## config.mk

```make
export PLATFORM = sky130hd
export DESIGN_NAME = ipc_config_front_end
export DESIGN_NICKNAME = d
export VERILOG_FILES = /design/src/verilog/ipc_pkg.sv /design/src/verilog/ipc_config_front_end.sv /design/src/verilog/ipc_key_detect.sv /design/src/verilog/ipc_res_rom.sv
export SDC_FILE = /design/constraint.sdc
export NUM_CORES = 1
export LEC_CHECK = 0
export BUFFER_PORTS_ARGS = -buffer_cell sky130_fd_sc_hd__buf_2
export CAP_MARGIN = 20
export CORE_MARGIN = 4
export CORE_UTILIZATION = 35
export CTS_CLUSTER_DIAMETER = 60
export DETAILED_ROUTE_END_ITERATION = 10
export GPL_TIMING_DRIVEN = 0
export PLACE_DENSITY_LB_ADDON = 0.3
export SLEW_MARGIN = 10
export SYNTH_ARGS = -nofsm -noshare
export SYNTH_HDL_FRONTEND = slang
export SYNTH_SLANG_ARGS = --single-unit
```

## constraint.sdc

```tcl
create_clock -name ref_clk -period 5.5 [get_ports ref_clk]
set_clock_uncertainty 0.1 [all_clocks]
set_input_delay 0.275 -clock ref_clk [delete_from_list [all_inputs] [get_ports ref_clk]]
set_output_delay 0.275 -clock ref_clk [all_outputs]
set_load 0.05 [all_outputs]
```

## src/verilog/ipc_pkg.sv

```systemverilog
package ipc_pkg;

    // isa port addresses
    localparam logic [15:0] IDX_PORT_ADDR = 16'h0279;
    localparam logic [15:0] WDATA_PORT_ADDR = 16'h0a79;

    // configuration register indices
    localparam logic [7:0] IX_RD_PORT = 8'h00;
    localparam logic [7:0] IX_CFG_CTL = 8'h02;
    localparam logic [7:0] IX_WAKE = 8'h03;
    localparam logic [7:0] IX_RES_DATA = 8'h04;
    localparam logic [7:0] IX_STATUS = 8'h05;
    localparam logic [7:0] IX_CSN = 8'h06;
    localparam logic [7:0] IX_UNIT = 8'h07;
    localparam logic [7:0] IX_UNIT_BASE = 8'h30;
    localparam logic [7:0] IX_ACTIVATE = 8'h30;
    localparam logic [7:0] IX_IO_HI = 8'h60;
    localparam logic [7:0] IX_IO_LO = 8'h61;
    localparam logic [7:0] IX_IRQ = 8'h70;
    localparam logic [7:0] IX_DMA_CAP = 8'h74;
    localparam logic [7:0] IX_DMA_PLAY = 8'h75;

    // config control bit positions
    localparam int CTL_RESET_BIT = 0;
    localparam int CTL_WAIT_KEY_BIT = 1;
    localparam int CTL_CSN_RESET_BIT = 2;

    localparam logic [7:0] NUM_UNITS = 8'h05;
    localparam logic [7:0] CODEC_UNIT = 8'h00;

    // initiation key
    localparam logic [7:0] KEY_SEED = 8'h6a;
    localparam logic [5:0] KEY_LEN = 6'h20;

    // codec window and resource limits
    localparam logic [15:0] IO_BASE_MIN = 16'h0008;
    localparam logic [15:0] IO_BASE_MAX = 16'hfff8;
    localparam int IO_WIN_BITS = 3;
    localparam logic [15:0] IRQ_ALLOWED = 16'h1eb8;
    localparam logic [7:0] DMA_ALLOWED = 8'heb;
    localparam logic [7:0] DMA_NONE = 8'h04;
    localparam logic [7:0] DMA_WIDE_MIN = 8'h04;

    // reset values and fixed answers
    localparam logic [7:0] RDP_RESET = 8'h80;
    localparam logic [7:0] CSN_RESET = 8'h00;
    localparam logic [7:0] UNIT_RESET = 8'h00;
    localparam logic [7:0] STATUS_READY = 8'h01;
    localparam logic [7:0] RES_ID_LEN = 8'h04;
    localparam logic [7:0] RES_LEN = 8'h14;
    localparam logic [7:0] RES_END_TAG = 8'h79;

    typedef struct packed {
        logic [15:0] sa;
        logic [7:0] sd;
        logic iow_n;
        logic ior_n;
        logic aen;
        logic [7:0] dack_n;
    } ipc_isa_t;

    localparam ipc_isa_t ISA_IDLE = '{sa: 16'h0000, sd: 8'h00, iow_n: 1'b1, ior_n: 1'b1, aen: 1'b1, dack_n: 8'hff};

    typedef struct packed {
        logic [7:0] io_hi;
        logic [7:0] io_lo;
        logic [7:0] irq;
        logic [7:0] dma_cap;
        logic [7:0] dma_play;
    } ipc_codec_cfg_t;

    localparam ipc_codec_cfg_t CODEC_RESET = '{io_hi: 8'h00, io_lo: 8'h00, irq: 8'h00,
                                              dma_cap: DMA_NONE, dma_play: DMA_NONE};

    typedef enum logic [1:0] {ST_WAIT_KEY, ST_SLEEP, ST_ISOLATE, ST_CONFIG} ipc_state_t;

endpackage

```

## src/verilog/ipc_config_front_end.sv

```systemverilog
//
// Contract
// RQ1: with strap asserted, run auto-config protocol, start in wait-for-key state.
// RQ2: decode write-only index port at 0x279 selecting target register.
// RQ3: decode write-only data port at 0xa79 loading selected register.
// RQ4: read port address programmable from 0x203 to 0x3ff; the code takes any value, giving 0x003 to 0x3ff.
// RQ5: only activated units respond; inactive units drive nothing.
// RQ6: hold resource settings in on-chip rom, readable through read port.
// RQ7: resource data of each unit carries a product identifier.
// RQ8: codec io base at 0x60/0x61, 0x0008..0xfff8, 8-byte aligned window.
// RQ9: codec irq at 0x70 routed only to levels 3,4,5,7,9,10,11,12.
// RQ10: codec uses one or two dma channels set at 0x74 and 0x75.
// RQ11: 16-bit playback with 8-bit capture, or two 8-bit channels, allowed.
// RQ12: single channel is shared; capture and playback cannot run together.
// RQ13: unit number at 0x07 selects unit registers 0x30..0xff; lower stay global.
// RQ14: capture channel disabled means capture also runs on playback channel.
// RQ15: registers reset at power-up; no unit decodes until activated.
module ipc_config_front_end (
    input wire logic ref_clk,
    input wire logic rst,
    input wire logic autoconfig_mode_strap,
    input wire ipc_pkg::ipc_isa_t isa_in,
    output logic [7:0] sd_out,
    output logic sd_oe_n,
    output logic codec_sel,
    input wire logic codec_irq,
    input wire logic codec_play_drq,
    input wire logic codec_cap_drq,
    output logic codec_play_dack,
    output logic codec_cap_dack,
    output logic codec_shared_dma,
    output logic [15:0] isa_irq,
    output logic [7:0] isa_drq
);
    import ipc_pkg::*;

    ipc_isa_t isa_s1_r, isa_s2_r;
    logic strap_s1_r, strap_s2_r;
    logic iow_prev_r, ior_prev_r, hold_aen_r, rd_hit_prev_r;
    logic [15:0] hold_sa_r;
    logic [7:0] hold_sd_r;
    ipc_state_t state_r;
    logic [7:0] idx_r, rdp_r, csn_r, unit_r, res_ptr_r;
    logic [NUM_UNITS-1:0] act_r;
    ipc_codec_cfg_t cdc_r;
    logic [7:0] sd_out_r;
    logic sd_oe_n_r, codec_sel_r, play_dack_r, cap_dack_r, shared_r;
    logic [15:0] isa_irq_r;
    logic [7:0] isa_drq_r;

    logic wr_end, rd_end, wr_idx, wr_dat, cfg_wr, iso_wr, wr_ctl, wr_wake, key_ok, rd_hit;
    logic unit_sel_ok, codec_unit;
    logic [15:0] rdp_addr, io_base;
    logic [7:0] rd_data, rom_data;
    logic base_ok, irq_ok, play_ok, cap_ok, cap_en, codec_act;

    // two-stage synchronisers for isa bus pins and strap
    always_ff @(posedge ref_clk) begin
        if (rst) begin
            isa_s1_r <= ISA_IDLE;
            isa_s2_r <= ISA_IDLE;
            // strap taken as high until seen, so reset cannot skip wait-for-key
            strap_s1_r <= 1'b1; // see RQ1
            strap_s2_r <= 1'b1; // see RQ1
        end else begin
            isa_s1_r <= isa_in;
            isa_s2_r <= isa_s1_r;
            strap_s1_r <= autoconfig_mode_strap;
            strap_s2_r <= strap_s1_r;
        end
    end

    // write address and data held while the strobe is low, used at its trailing edge
    always_ff @(posedge ref_clk) begin
        if (rst) begin
            iow_prev_r <= 1'b1;
            ior_prev_r <= 1'b1;
            hold_sa_r <= 16'h0000;
            hold_sd_r <= 8'h00;
            hold_aen_r <= 1'b1;
            rd_hit_prev_r <= 1'b0;
        end else begin
            iow_prev_r <= isa_s2_r.iow_n;
            ior_prev_r <= isa_s2_r.ior_n;
            rd_hit_prev_r <= rd_hit;
            if (!isa_s2_r.iow_n) begin
                hold_sa_r <= isa_s2_r.sa;
                hold_sd_r <= isa_s2_r.sd;
                hold_aen_r <= isa_s2_r.aen;
            end
        end
    end

    assign wr_end = isa_s2_r.iow_n && !iow_prev_r && !hold_aen_r;
    assign rd_end = isa_s2_r.ior_n && !ior_prev_r;
    assign wr_idx = wr_end && hold_sa_r == IDX_PORT_ADDR; // see RQ2
    assign wr_dat = wr_end && hold_sa_r == WDATA_PORT_ADDR; // see RQ3
    assign cfg_wr = wr_dat && state_r == ST_CONFIG;
    assign iso_wr = wr_dat && state_r == ST_ISOLATE;
    assign wr_ctl = (cfg_wr || iso_wr) && idx_r == IX_CFG_CTL;
    assign wr_wake = wr_dat && idx_r == IX_WAKE && state_r != ST_WAIT_KEY;
    assign unit_sel_ok = unit_r < NUM_UNITS;
    assign codec_unit = unit_r == CODEC_UNIT;

    ipc_key_detect u_key (
        .ref_clk(ref_clk),
        .rst(rst),
        .armed(state_r == ST_WAIT_KEY && strap_s2_r),
        .wr_pulse(wr_idx),
        .wr_data(hold_sd_r),
        .key_ok(key_ok)
    );

    // protocol states; strap low keeps every unit in config
    always_ff @(posedge ref_clk) begin
        if (rst) begin
            state_r <= ST_WAIT_KEY; // see RQ15
        end else if (!strap_s2_r) begin
            state_r <= ST_CONFIG;
        end else begin
            case (state_r)
                ST_WAIT_KEY: begin
                    if (key_ok) begin
                        state_r <= ST_SLEEP; // see RQ1
                    end
                end
                ST_SLEEP: begin
                    if (wr_wake && hold_sd_r == csn_r) begin
                        state_r <= (hold_sd_r == 8'h00) ? ST_ISOLATE : ST_CONFIG;
                    end
                end
                ST_ISOLATE, ST_CONFIG: begin
                    if (wr_ctl && hold_sd_r[CTL_WAIT_KEY_BIT]) begin
                        state_r <= ST_WAIT_KEY; // see RQ1
                    end else if (wr_wake) begin
                        state_r <= (hold_sd_r != csn_r) ? ST_SLEEP :
                                   (hold_sd_r == 8'h00) ? ST_ISOLATE : ST_CONFIG;
                    end else if (iso_wr && idx_r == IX_CSN) begin
                        state_r <= ST_CONFIG;
                    end
                end
                default: begin
                    state_r <= ST_WAIT_KEY;
                end
            endcase
        end
    end

    // index and global registers
    always_ff @(posedge ref_clk) begin
        if (rst) begin
            idx_r <= 8'h00;
            rdp_r <= RDP_RESET;
            csn_r <= CSN_RESET;
            unit_r <= UNIT_RESET;
        end else begin
            if (wr_idx) begin
                idx_r <= hold_sd_r; // see RQ2
            end
            if ((cfg_wr || iso_wr) && idx_r == IX_RD_PORT) begin
                rdp_r <= hold_sd_r; // see RQ4
            end
            if (wr_ctl && hold_sd_r[CTL_CSN_RESET_BIT]) begin
                csn_r <= CSN_RESET;
            end else if ((cfg_wr || iso_wr) && idx_r == IX_CSN) begin
                csn_r <= hold_sd_r;
            end
            if (cfg_wr && idx_r == IX_UNIT) begin
                unit_r <= hold_sd_r; // see RQ13
            end
        end
    end

    // per-unit registers, reached through the unit number
    always_ff @(posedge ref_clk) begin
        if (rst || (wr_ctl && hold_sd_r[CTL_RESET_BIT])) begin
            act_r <= '0; // see RQ15
            cdc_r <= CODEC_RESET;
        end else if (cfg_wr && idx_r >= IX_UNIT_BASE && unit_sel_ok) begin // see RQ13
            if (idx_r == IX_ACTIVATE) begin
                act_r[unit_r[2:0]] <= hold_sd_r[0];
            end
            if (codec_unit) begin
                case (idx_r)
                    IX_IO_HI: cdc_r.io_hi <= hold_sd_r; // see RQ8
                    IX_IO_LO: cdc_r.io_lo <= hold_sd_r; // see RQ8
                    IX_IRQ: cdc_r.irq <= hold_sd_r; // see RQ9
                    IX_DMA_CAP: cdc_r.dma_cap <= hold_sd_r; // see RQ10
                    IX_DMA_PLAY: cdc_r.dma_play <= hold_sd_r; // see RQ10
                    default: begin
                    end
                endcase
            end
        end
    end

    // resource pointer restarts on wake, steps after each resource byte read and holds at 0xff
    always_ff @(posedge ref_clk) begin
        if (rst || wr_wake) begin
            res_ptr_r <= 8'h00;
        end else if (rd_end && rd_hit_prev_r && idx_r == IX_RES_DATA && res_ptr_r != 8'hff) begin
            res_ptr_r <= res_ptr_r + 8'h01; // see RQ6
        end
    end

    ipc_res_rom u_rom (
        .unit(unit_r[2:0]),
        .ptr(res_ptr_r),
        .data(rom_data)
    );

    assign rdp_addr = {6'h00, rdp_r, 2'b11}; // see RQ4
    assign rd_hit = !isa_s2_r.ior_n && !isa_s2_r.aen && isa_s2_r.sa == rdp_addr &&
                    (state_r == ST_CONFIG || state_r == ST_ISOLATE);

    always_comb begin
        rd_data = 8'h00;
        if (idx_r >= IX_UNIT_BASE && !(unit_sel_ok && (codec_unit || idx_r == IX_ACTIVATE))) begin
            rd_data = 8'h00;
        end else begin
            case (idx_r)
                IX_RD_PORT: rd_data = rdp_r;
                IX_RES_DATA: rd_data = unit_sel_ok ? rom_data : 8'h00; // see RQ6
                IX_STATUS: rd_data = STATUS_READY;
                IX_CSN: rd_data = csn_r;
                IX_UNIT: rd_data = unit_r;
                IX_ACTIVATE: rd_data = {7'h00, act_r[unit_r[2:0]]};
                IX_IO_HI: rd_data = cdc_r.io_hi;
                IX_IO_LO: rd_data = cdc_r.io_lo;
                IX_IRQ: rd_data = cdc_r.irq;
                IX_DMA_CAP: rd_data = cdc_r.dma_cap;
                IX_DMA_PLAY: rd_data = cdc_r.dma_play;
                default: rd_data = 8'h00;
            endcase
        end
    end

    // codec resource checks
    assign codec_act = act_r[0];
    assign io_base = {cdc_r.io_hi, cdc_r.io_lo[7:IO_WIN_BITS], 3'b000};
    assign base_ok = io_base >= IO_BASE_MIN && io_base <= IO_BASE_MAX; // see RQ8
    assign irq_ok = cdc_r.irq[7:4] == 4'h0 && IRQ_ALLOWED[cdc_r.irq[3:0]]; // see RQ9
    assign play_ok = cdc_r.dma_play[7:3] == 5'h00 && DMA_ALLOWED[cdc_r.dma_play[2:0]]; // see RQ10
    assign cap_ok = cdc_r.dma_cap[7:3] == 5'h00 && DMA_ALLOWED[cdc_r.dma_cap[2:0]];
    // wide capture with narrow playback is not a legal pairing
    assign cap_en = cap_ok && play_ok && !(cdc_r.dma_play < DMA_WIDE_MIN && cdc_r.dma_cap >= DMA_WIDE_MIN); // see RQ11

    // bus-facing outputs; nothing decodes or drives for an inactive unit
    always_ff @(posedge ref_clk) begin
        if (rst) begin
            sd_out_r <= 8'h00;
            sd_oe_n_r <= 1'b1;
            codec_sel_r <= 1'b0;
            isa_irq_r <= 16'h0000;
            isa_drq_r <= 8'h00;
            play_dack_r <= 1'b0;
            cap_dack_r <= 1'b0;
            shared_r <= 1'b0;
        end else begin
            sd_out_r <= rd_hit ? rd_data : 8'h00;
            sd_oe_n_r <= !rd_hit; // see RQ4
            codec_sel_r <= codec_act && base_ok && !isa_s2_r.aen &&
                           isa_s2_r.sa[15:IO_WIN_BITS] == io_base[15:IO_WIN_BITS] &&
                           (!isa_s2_r.ior_n || !isa_s2_r.iow_n); // see RQ5
            isa_irq_r <= (codec_act && irq_ok && codec_irq) ? (16'h0001 << cdc_r.irq[3:0]) : 16'h0000; // see RQ9
            isa_drq_r <= ((codec_act && play_ok && (codec_play_drq || (!cap_en && codec_cap_drq))) ?
                          (8'h01 << cdc_r.dma_play[2:0]) : 8'h00) |
                         ((codec_act && cap_en && codec_cap_drq) ?
                          (8'h01 << cdc_r.dma_cap[2:0]) : 8'h00); // see RQ14
            play_dack_r <= codec_act && play_ok && !isa_s2_r.dack_n[cdc_r.dma_play[2:0]];
            cap_dack_r <= codec_act && (cap_en ? !isa_s2_r.dack_n[cdc_r.dma_cap[2:0]] :
                          play_ok && !isa_s2_r.dack_n[cdc_r.dma_play[2:0]]); // see RQ14
            shared_r <= codec_act && play_ok && !cap_en; // see RQ12
        end
    end

    assign sd_out = sd_out_r;
    assign sd_oe_n = sd_oe_n_r;
    assign codec_sel = codec_sel_r;
    assign isa_irq = isa_irq_r;
    assign isa_drq = isa_drq_r;
    assign codec_play_dack = play_dack_r;
    assign codec_cap_dack = cap_dack_r;
    assign codec_shared_dma = shared_r;
endmodule

```

## src/verilog/ipc_key_detect.sv

```systemverilog
module ipc_key_detect (
    input wire logic ref_clk,
    input wire logic rst,
    input wire logic armed,
    input wire logic wr_pulse,
    input wire logic [7:0] wr_data,
    output logic key_ok
);
    import ipc_pkg::*;

    logic [7:0] lfsr_r;
    logic [7:0] lfsr_nxt;
    logic [5:0] count_r;

    assign lfsr_nxt = {lfsr_r[1] ^ lfsr_r[0], lfsr_r[7:1]};

    // each matching write advances the sequence, any mismatch restarts it
    always_ff @(posedge ref_clk) begin
        if (rst || !armed) begin
            lfsr_r <= KEY_SEED;
            count_r <= 6'h00;
        end else if (wr_pulse) begin
            if (wr_data == lfsr_r && count_r != KEY_LEN) begin
                lfsr_r <= lfsr_nxt;
                count_r <= count_r + 6'h01;
            end else begin
                lfsr_r <= KEY_SEED;
                count_r <= 6'h00;
            end
        end
    end

    assign key_ok = armed && (count_r == KEY_LEN);
endmodule

```

## src/verilog/ipc_res_rom.sv

```systemverilog
module ipc_res_rom #(
    parameter logic [31:0] PRODUCT_ID_BASE = 32'h1357_9bd0 // arbitrary value
) (
    input wire logic [2:0] unit,
    input wire logic [7:0] ptr,
    output logic [7:0] data
);
    import ipc_pkg::*;

    // codec descriptors: io window, irq mask, dma mask, end tag
    localparam logic [7:0] CODEC_DESC [16] = '{
        8'h47, 8'h01, 8'h08, 8'h00, 8'hf8, 8'hff, 8'h08, 8'h08,
        8'h22, 8'hb8, 8'h1e, 8'h2a, 8'heb, 8'h00, RES_END_TAG, 8'h00
    };

    logic [31:0] product_id;
    logic [7:0] desc_ptr;

    assign product_id = {PRODUCT_ID_BASE[31:3], unit};
    assign desc_ptr = ptr - RES_ID_LEN;

    always_comb begin
        data = 8'h00;
        if (ptr < RES_ID_LEN) begin
            data = product_id[8 * ptr[1:0] +: 8]; // see RQ7
        end else if ({5'h00, unit} == CODEC_UNIT && ptr < RES_LEN) begin
            data = CODEC_DESC[desc_ptr[3:0]]; // see RQ6
        end else if (ptr == RES_ID_LEN) begin
            data = RES_END_TAG;
        end
    end
endmodule

```

### After elaboration in Yosys (flattened, before gate mapping)

Memories as Yosys holds them, arrays and structs flattened. A register that Yosys moved wholly into a read port is not among the register bits.
Index checks and enable logic that the tools add are counted.

* register bits after elaboration: 238
* bits in read-only memories: 160
* bits of input ports: 41
* output and inout port bits: 37
* word-level logic and storage cells: 236
* memories: 4

* equality and inequality tests: 29
* bitwise logic cells: 5
* add/sub/neg operators: 3
* reduce and logical (&&, ||, !) cells: 96
* shift-type cells: 4
* mux-type cells: 39
* order comparisons: 14

Memories
* (no name shown): words 16, width 8, read ports 1, clocked after memory_dff 0, write ports 0, line ipc_res_rom.sv:27 `data = CODEC_DESC[desc_ptr[3:0]];`
* (no name shown): words 16, width 1, read ports 1, clocked after memory_dff 1, write ports 0, line ipc_config_front_end.sv:242 `assign irq_ok = cdc_r.irq[7:4] == 4'h0 && IRQ_ALLOWED[cdc_r.irq[3:0]];`
* (no name shown): words 8, width 1, read ports 1, clocked after memory_dff 1, write ports 0, line ipc_config_front_end.sv:244 `assign cap_ok = cdc_r.dma_cap[7:3] == 5'h00 && DMA_ALLOWED[cdc_r.dma_cap[2:0]];`
* (no name shown): words 8, width 1, read ports 1, clocked after memory_dff 1, write ports 0, line ipc_config_front_end.sv:243 `assign play_ok = cdc_r.dma_play[7:3] == 5'h00 && DMA_ALLOWED[cdc_r.dma_play[2:0]];`

Operators by type and width (number)
* one-hot mux 8 bit (11 select lines): 1
* 2-to-1 mux 8 bit: 8
* logical AND 1 bit: 55
* equality test 8 x 3 -> 1 bit (second input constant): 5
* equality test 8 x 7 -> 1 bit (second input constant): 5
* variable part select 32 x 6 -> 8 bit: 1
* logical NOT 8 bit: 3
* less-than comparator 8 x 3 -> 1 bit (second input constant): 3
* AND reduction 3 bit: 6
* equality test 16 x 10 -> 1 bit: 1
* equality test 16 x 10 -> 1 bit (second input constant): 1
* equality test 16 x 12 -> 1 bit (second input constant): 1
* equality test 8 x 2 -> 1 bit (second input constant): 2
* equality test 8 bit: 2
* greater-or-equal comparator 16 x 4 -> 1 bit (second input constant): 1
* less-or-equal comparator 16 bit (second input constant): 1
* left shift 1 x 3 -> 8 bit (first input constant): 2
* left shift 1 x 4 -> 16 bit (first input constant): 1
* 2-to-1 mux 2 bit: 7
* equality test 13 bit: 1
* logical NOT 1 bit: 13
* less-than comparator 3 x 4 -> 1 bit (second input constant): 3
* 2-to-1 mux 3 bit: 4
* logical NOT 5 bit: 2
* other kinds (38): 61

### Longest topological paths before layout

* word-level depth: 11
* gate-level depth with buffers: 9
* gate-level depth less buffers: 8

### Hierarchy

Synthesis repeated with hierarchy kept, for this count alone.

* cell total of the unflattened synthesis: 1141
* area total of the unflattened synthesis: 10702.8 um^2

By module, submodules not included
* ipc_config_front_end: cells each 1007, sequential area each 4544.4 um^2, area an instance 9522.9 um^2, times used 1
* ipc_key_detect: cells each 67, sequential area each 280.3 um^2, area an instance 664.4 um^2, times used 1
* ipc_res_rom: cells each 67, sequential area each 0.0 um^2, area an instance 515.5 um^2, times used 1

### Worst setup path before layout

Ideal clock, no wire load.

* kind: register to register
* start point: register hold_sa_r[13]
* end point: register act_r[0]
* setup slack: 3.277 ns
* required time: 5.283 ns
* setup time: 0.117 ns
* cell stages (with the launch flop): 8
* clock period less this slack: 2.223 ns
* arrival: 2.006 ns
* path buffers: 2
* cell sequence: dfxtp_1 > or3_1 > buf_2 > or4_4 > buf_6 > nor4_1 > mux2i_1 > nor2_1

* cells in the longest elaborated chain, start to end: 7
* elaborated cells on any way between the ends: 11
* those cells by class: eq/ne: 1; reduce/logical: 10

RTL lines
* start: declaration: line ipc_config_front_end.sv:40 `logic [15:0] hold_sa_r;`
* start signal: assignment: line ipc_config_front_end.sv:87 `hold_sa_r <= isa_s2_r.sa;`
* equality test 16 x 12 -> 1 bit (*): line ipc_config_front_end.sv:97 `assign wr_dat = wr_end && hold_sa_r == WDATA_PORT_ADDR;`
* logical AND 1 bit (*): line ipc_config_front_end.sv:97
* logical AND 1 bit, on equally long branches: line ipc_config_front_end.sv:98, ipc_config_front_end.sv:99
* logical OR 1 bit: line ipc_config_front_end.sv:100 `assign wr_ctl = (cfg_wr || iso_wr) && idx_r == IX_CFG_CTL;`
* logical AND 1 bit: line ipc_config_front_end.sv:100
* logical AND 1 bit: line ipc_config_front_end.sv:176 `if (rst || (wr_ctl && hold_sd_r[CTL_RESET_BIT])) begin`
* logical OR 1 bit: line ipc_config_front_end.sv:176
* end signal: indexed assignment: line ipc_config_front_end.sv:181 `act_r[unit_r[2:0]] <= hold_sd_r[0];`
* end: declaration: line ipc_config_front_end.sv:44 `logic [NUM_UNITS-1:0] act_r;`

Every way passes the cells marked *; elsewhere a longest branch is shown, timed or not.
A chain may end at the register's enable or synchronous reset.

### Worst setup path after layout

* start point: register hold_sa_r[9]
* end point: register cdc_r[24] in the netlist's numbering

* cells in the longest elaborated chain, start to end: 7
* elaborated cells on any way between the ends: 11
* those cells by class: eq/ne: 1; reduce/logical: 10

RTL lines
* equality test 16 x 12 -> 1 bit (*): line ipc_config_front_end.sv:97
* logical AND 1 bit (*): line ipc_config_front_end.sv:97
* logical AND 1 bit, on equally long branches: line ipc_config_front_end.sv:98, ipc_config_front_end.sv:99
* logical OR 1 bit: line ipc_config_front_end.sv:100
* logical AND 1 bit: line ipc_config_front_end.sv:100
* logical AND 1 bit: line ipc_config_front_end.sv:176
* logical OR 1 bit: line ipc_config_front_end.sv:176
* end: declaration: line ipc_config_front_end.sv:45 `ipc_codec_cfg_t cdc_r;`

Marks and branches as above.

==> flow_results.xml <==
<?xml version="1.0" encoding="UTF-8"?>
<metrics>
  <group name="run_status">
    <metric name="outcome" unit="">complete, no violations</metric>
  </group>
  <group name="critical_path">
    <metric name="top_delay_family_on_crit_path" unit="">simple AND/OR/NAND/NOR gates</metric>
    <metric name="worst_setup_path_start_kind" unit="">register</metric>
    <metric name="timing.critical_path.required" unit="ps">5810</metric>
    <metric name="crit_fanout" unit="">10</metric>
    <metric name="cp_num_cells" unit="">8</metric>
    <metric name="worst-path-buf-inv" unit="">2</metric>
    <metric name="worst-setup-path-type" unit="">reg2reg</metric>
    <metric name="critPathArrivalTime" unit="ps">3390</metric>
    <metric name="crit_chain" unit="">nor3b_1 -&gt; nand4_4 -&gt; nor2_1 -&gt; and4_1 -&gt; a21o_1 -&gt; clkbuf_1 -&gt; clkbuf_1 -&gt; nor2_1</metric>
    <metric name="critical_path.max_stage_delay" unit="ps">550</metric>
    <metric name="timing.reg2reg.worst_path_depth" unit="">8</metric>
    <metric name="setup.worst_path.end_class" unit="">register</metric>
    <metric name="cpMaxStageDelayCell" unit="">sky130_fd_sc_hd__clkbuf_1</metric>
  </group>
  <group name="layout">
    <metric name="layout-drive-gt1-share" unit="%">17.13</metric>
    <metric name="insertedDiodeCount" unit="">0</metric>
    <metric name="final_core_utilization" unit="%">43.00</metric>
    <metric name="area_growth_synth_to_finish" unit="%">21.58</metric>
    <metric name="fin_area" unit="mm²">0.01271</metric>
    <metric name="finish.net_count" unit="">1285</metric>
    <metric name="filler_cell_count" unit="">2906</metric>
    <metric name="layout.cells.non_filler" unit="">1645</metric>
  </group>
  <group name="floorplanning">
    <metric name="rows" unit="">63</metric>
    <metric name="starting_utilization_of_the_core_area" unit="%">35.37</metric>
    <metric name="floorplan.core_area" unit="mm²">0.02956</metric>
    <metric name="die_w" unit="µm">180.8</metric>
    <metric name="die_height" unit="µm">180.8</metric>
    <metric name="floorplan.die_area" unit="mm²">0.03270</metric>
    <metric name="num_io_pins" unit="">78</metric>
  </group>
  <group name="placement">
    <metric name="dp_hpwl" unit="µm">20840</metric>
    <metric name="port_buffers" unit="">77</metric>
    <metric name="place_inst" unit="">1558</metric>
    <metric name="detailed_place.area" unit="mm²">0.01133</metric>
    <metric name="gp_congestion" unit="">0.9342</metric>
    <metric name="place_worst_setup_slack" unit="ps">2461</metric>
  </group>
  <group name="drt">
    <metric name="route.antenna.remaining_nets" unit="">0</metric>
    <metric name="wire_per_inst" unit="µm">17.42</metric>
    <metric name="drt_drc_violations_left" unit="">0</metric>
    <metric name="via_count" unit="">8287</metric>
    <metric name="route.detailed.vias_per_inst" unit="">5.038</metric>
    <metric name="route.final.wire_length" unit="µm">28650</metric>
    <metric name="drtPass1Iterations" unit="">5</metric>
    <metric name="iteration_0_drc_markers" unit="">494</metric>
  </group>
  <group name="global_routing">
    <metric name="grt_antenna_before_repair" unit="">0</metric>
    <metric name="grt_start_max_net_pins" unit="">15</metric>
    <metric name="grt_first_pass_wirelength" unit="µm">45310</metric>
    <metric name="first_global_vias" unit="">8064</metric>
    <metric name="grt_overflow_total" unit="">0</metric>
    <metric name="grt_use_total" unit="%">17.04</metric>
  </group>
  <group name="run">
    <metric name="maxCapViolCount" unit="">0</metric>
  </group>
  <group name="synth">
    <metric name="net_count_of_the_mapped_netlist" unit="">1141</metric>
    <metric name="synth_edf_count" unit="">0</metric>
    <metric name="postSynthRegisterBits" unit="">241</metric>
    <metric name="post_synth_num_cell_types" unit="">79</metric>
    <metric name="synthesis.instances" unit="">1090</metric>
    <metric name="ys_dominant_reg_cell" unit="">sky130_fd_sc_hd__dfxtp_1</metric>
    <metric name="synth-warning-count" unit="">0</metric>
    <metric name="syn_avg_cell_area" unit="µm²">9.592</metric>
    <metric name="yosysSeqAreaShare" unit="%">46.15</metric>
    <metric name="synth.cell_area" unit="mm²">0.01046</metric>
    <metric name="synthArstFlopShare" unit="%">0</metric>
  </group>
  <group name="timing">
    <metric name="maxSlewHeadroom" unit="%">33.99</metric>
    <metric name="min_period" unit="ps">3081</metric>
    <metric name="max_freq" unit="MHz">324.6</metric>
    <metric name="layout_worst_path_cycle_share" unit="%">56.01</metric>
    <metric name="timing.final.ws_setup" unit="ps">2419</metric>
    <metric name="final-max-slew-violation-count" unit="">0</metric>
    <metric name="tightest_slew" unit="ps">982.5</metric>
    <metric name="hold_violations" unit="">0</metric>
    <metric name="setup_tns" unit="ps">0</metric>
    <metric name="rsz0062_at_grt" unit="">false</metric>
    <metric name="finalSetupViolCount" unit="">0</metric>
  </group>
  <group name="clock_network">
    <metric name="cts_buffers" unit="">27</metric>
    <metric name="post_cts.repair.setup_buffers" unit="">0</metric>
    <metric name="clock-sinks" unit="">241</metric>
    <metric name="worstSkewPairLatency" unit="ps">550</metric>
    <metric name="clock_tree.buffer_depth" unit="">3</metric>
    <metric name="cts_tree" unit="">done</metric>
    <metric name="htree_levels" unit="">1</metric>
    <metric name="cts-root-buf" unit="">sky130_fd_sc_hd__clkbuf_16</metric>
    <metric name="cts.reportedPaths.clkPinSlew" unit="ps">60</metric>
  </group>
  <group name="power_and_ir_drop">
    <metric name="total_leakage_power" unit="nW">5.147</metric>
    <metric name="max-vdd-ir-drop" unit="µV">205.0</metric>
    <metric name="powerDensity" unit="mW/mm²">307.6</metric>
  </group>
  <group name="worst_hold_path">
    <metric name="hold_path.class" unit="">in2reg</metric>
    <metric name="worstHoldPathCells" unit="">4</metric>
  </group>
</metrics>
-- through the flow --
step	hold WS [ps]	power (mW)
floorplan	278.8	1.891
CTS	95.69	3.958
detailed placement	296.7	1.936
global placement	296.2	1.934
global route	121.2	4.033
finish	104.6	3.910
-- final cells by class --
type	instances	area (µm²)	area share, %
Tap cell	390	488.0	3.839
Multi-Input combinational cell	757	5171	40.68
Inverter	17	63.81	0.5020
Timing Repair Buffer	115	760.7	5.985
Clock buffer	32	734.5	5.778
Buffer	75	395.4	3.111
Clock inverter	18	272.8	2.146
Sequential cell	241	4825	37.96
-- worst min-delay path, cell delays in order --
cell	delay, ps
sky130_fd_sc_hd__buf_2	100
sky130_fd_sc_hd__nand4b_1	100
sky130_fd_sc_hd__or3_1	170
sky130_fd_sc_hd__nor2_1	50
-- final timing paths --
| check | slack, ps | end | from |
|---|---|---|---|
| min | 100 | isa_irq[1]$_SDFF_PP0_ | codec_irq |
| max | 2420 | cdc_r[24]$_SDFFE_PN0P_ | hold_sa_r[9]$_SDFFE_PP0N_ |
| min reg2reg | 310 | isa_s2_r[5]$_SDFF_PP1_ | isa_s1_r[5]$_SDFF_PP1_ |
| max reg2reg | 2420 | cdc_r[24]$_SDFFE_PN0P_ | hold_sa_r[9]$_SDFFE_PP0N_ |
-- kinds of logic (layout without fill, tap and decap cells) --
kind of cell | count (synthesis) | in the layout | share of synthesized area, %
AO/OA/AOI/OAI | 118 | 118 | 7.887
adder cells (fa/ha/maj) | 13 | 13 | 1.484
multiplexers | 119 | 119 | 11.91
buffers and inverters | 92 | 257 | 4.392
XOR/XNOR | 52 | 52 | 4.356
AND/OR/NAND/NOR | 455 | 455 | 23.83
flip-flops | 241 | 241 | 46.15
-- synth_stat cells (11+ instances only) --
library cell	count	area, µm²
sky130_fd_sc_hd__nor2b_1	64	400.4
sky130_fd_sc_hd__clkbuf_1	43	161.4
sky130_fd_sc_hd__and3_1	12	75.07
sky130_fd_sc_hd__nor2_1	163	611.8
sky130_fd_sc_hd__mux2i_1	112	1121
sky130_fd_sc_hd__nand3_1	20	100.1
sky130_fd_sc_hd__nor3_1	25	125.1
sky130_fd_sc_hd__or2_2	29	181.4
sky130_fd_sc_hd__inv_1	17	63.81
sky130_fd_sc_hd__a21oi_1	25	125.1
sky130_fd_sc_hd__nand2_1	39	146.4
sky130_fd_sc_hd__nor4_1	15	93.84
sky130_fd_sc_hd__xnor2_1	27	236.5
sky130_fd_sc_hd__dfxtp_1	241	4825
sky130_fd_sc_hd__buf_2	18	90.09
sky130_fd_sc_hd__xor2_1	25	219.0
sky130_fd_sc_hd__o21ai_0	13	65.06
sky130_fd_sc_hd__nand4_1	17	106.4
sky130_fd_sc_hd__nand2b_1	11	68.82
sky130_fd_sc_hd__a22oi_1	11	82.58
sky130_fd_sc_hd__a31oi_1	13	81.33
-- flip-flops by register name, indices dropped and copies added, names as in the netlist, 8 cells and up, named ones only --
signal        cells
cdc_r            40
csn_r             8
hold_sa_r        16
hold_sd_r         8
idx_r             8
isa_drq           8
isa_irq          16
isa_s1_r         35
isa_s2_r         35
rdp_r             8
res_ptr_r         8
sd_out            8
u_key.lfsr_r      8
unit_r            8
-- report_power, final --
group          switching [mW]  internal (mW)  leakage, nW
Sequential             0.0141           1.77         1.96
Combinational          0.0642         0.0640         2.69
Clock                   0.748           1.25        0.499
Total                   0.826           3.08         5.15
-- cells in the final DEF (no fill, tap or decap), types with 29 or more instances in the layout --
| cell type | Yosys | routed |
|---|---|---|
| sky130_fd_sc_hd__nand2_1 | 39 | 39 |
| sky130_fd_sc_hd__dfxtp_1 | 241 | 241 |
| sky130_fd_sc_hd__clkbuf_1 | 43 | 44 |
| sky130_fd_sc_hd__nor2_1 | 163 | 163 |
| sky130_fd_sc_hd__or2_2 | 29 | 29 |
| sky130_fd_sc_hd__dlygate4sd3_1 | 0 | 37 |
| sky130_fd_sc_hd__mux2i_1 | 112 | 112 |
| sky130_fd_sc_hd__buf_2 | 18 | 96 |
| sky130_fd_sc_hd__nor2b_1 | 64 | 64 |
-- layer usage --
layer / GRT usage (%) / vias to the layer above / part of all wire, %
li1: - / 4073 / -
met1: 23.97 / 3912 / 46
met2: 27.11 / 246 / 45
met3: 2.496 / 56 / 5.7
met4: 5.354 / 0 / 3.3
met5: 0 / - / 0
-- repair_timing --
action,4_1_cts,5_1_grt
resized for setup,0,0
hold buffers,37,0
hold endpoints to repair,37,0
Power figures use the tool's default switching activity.
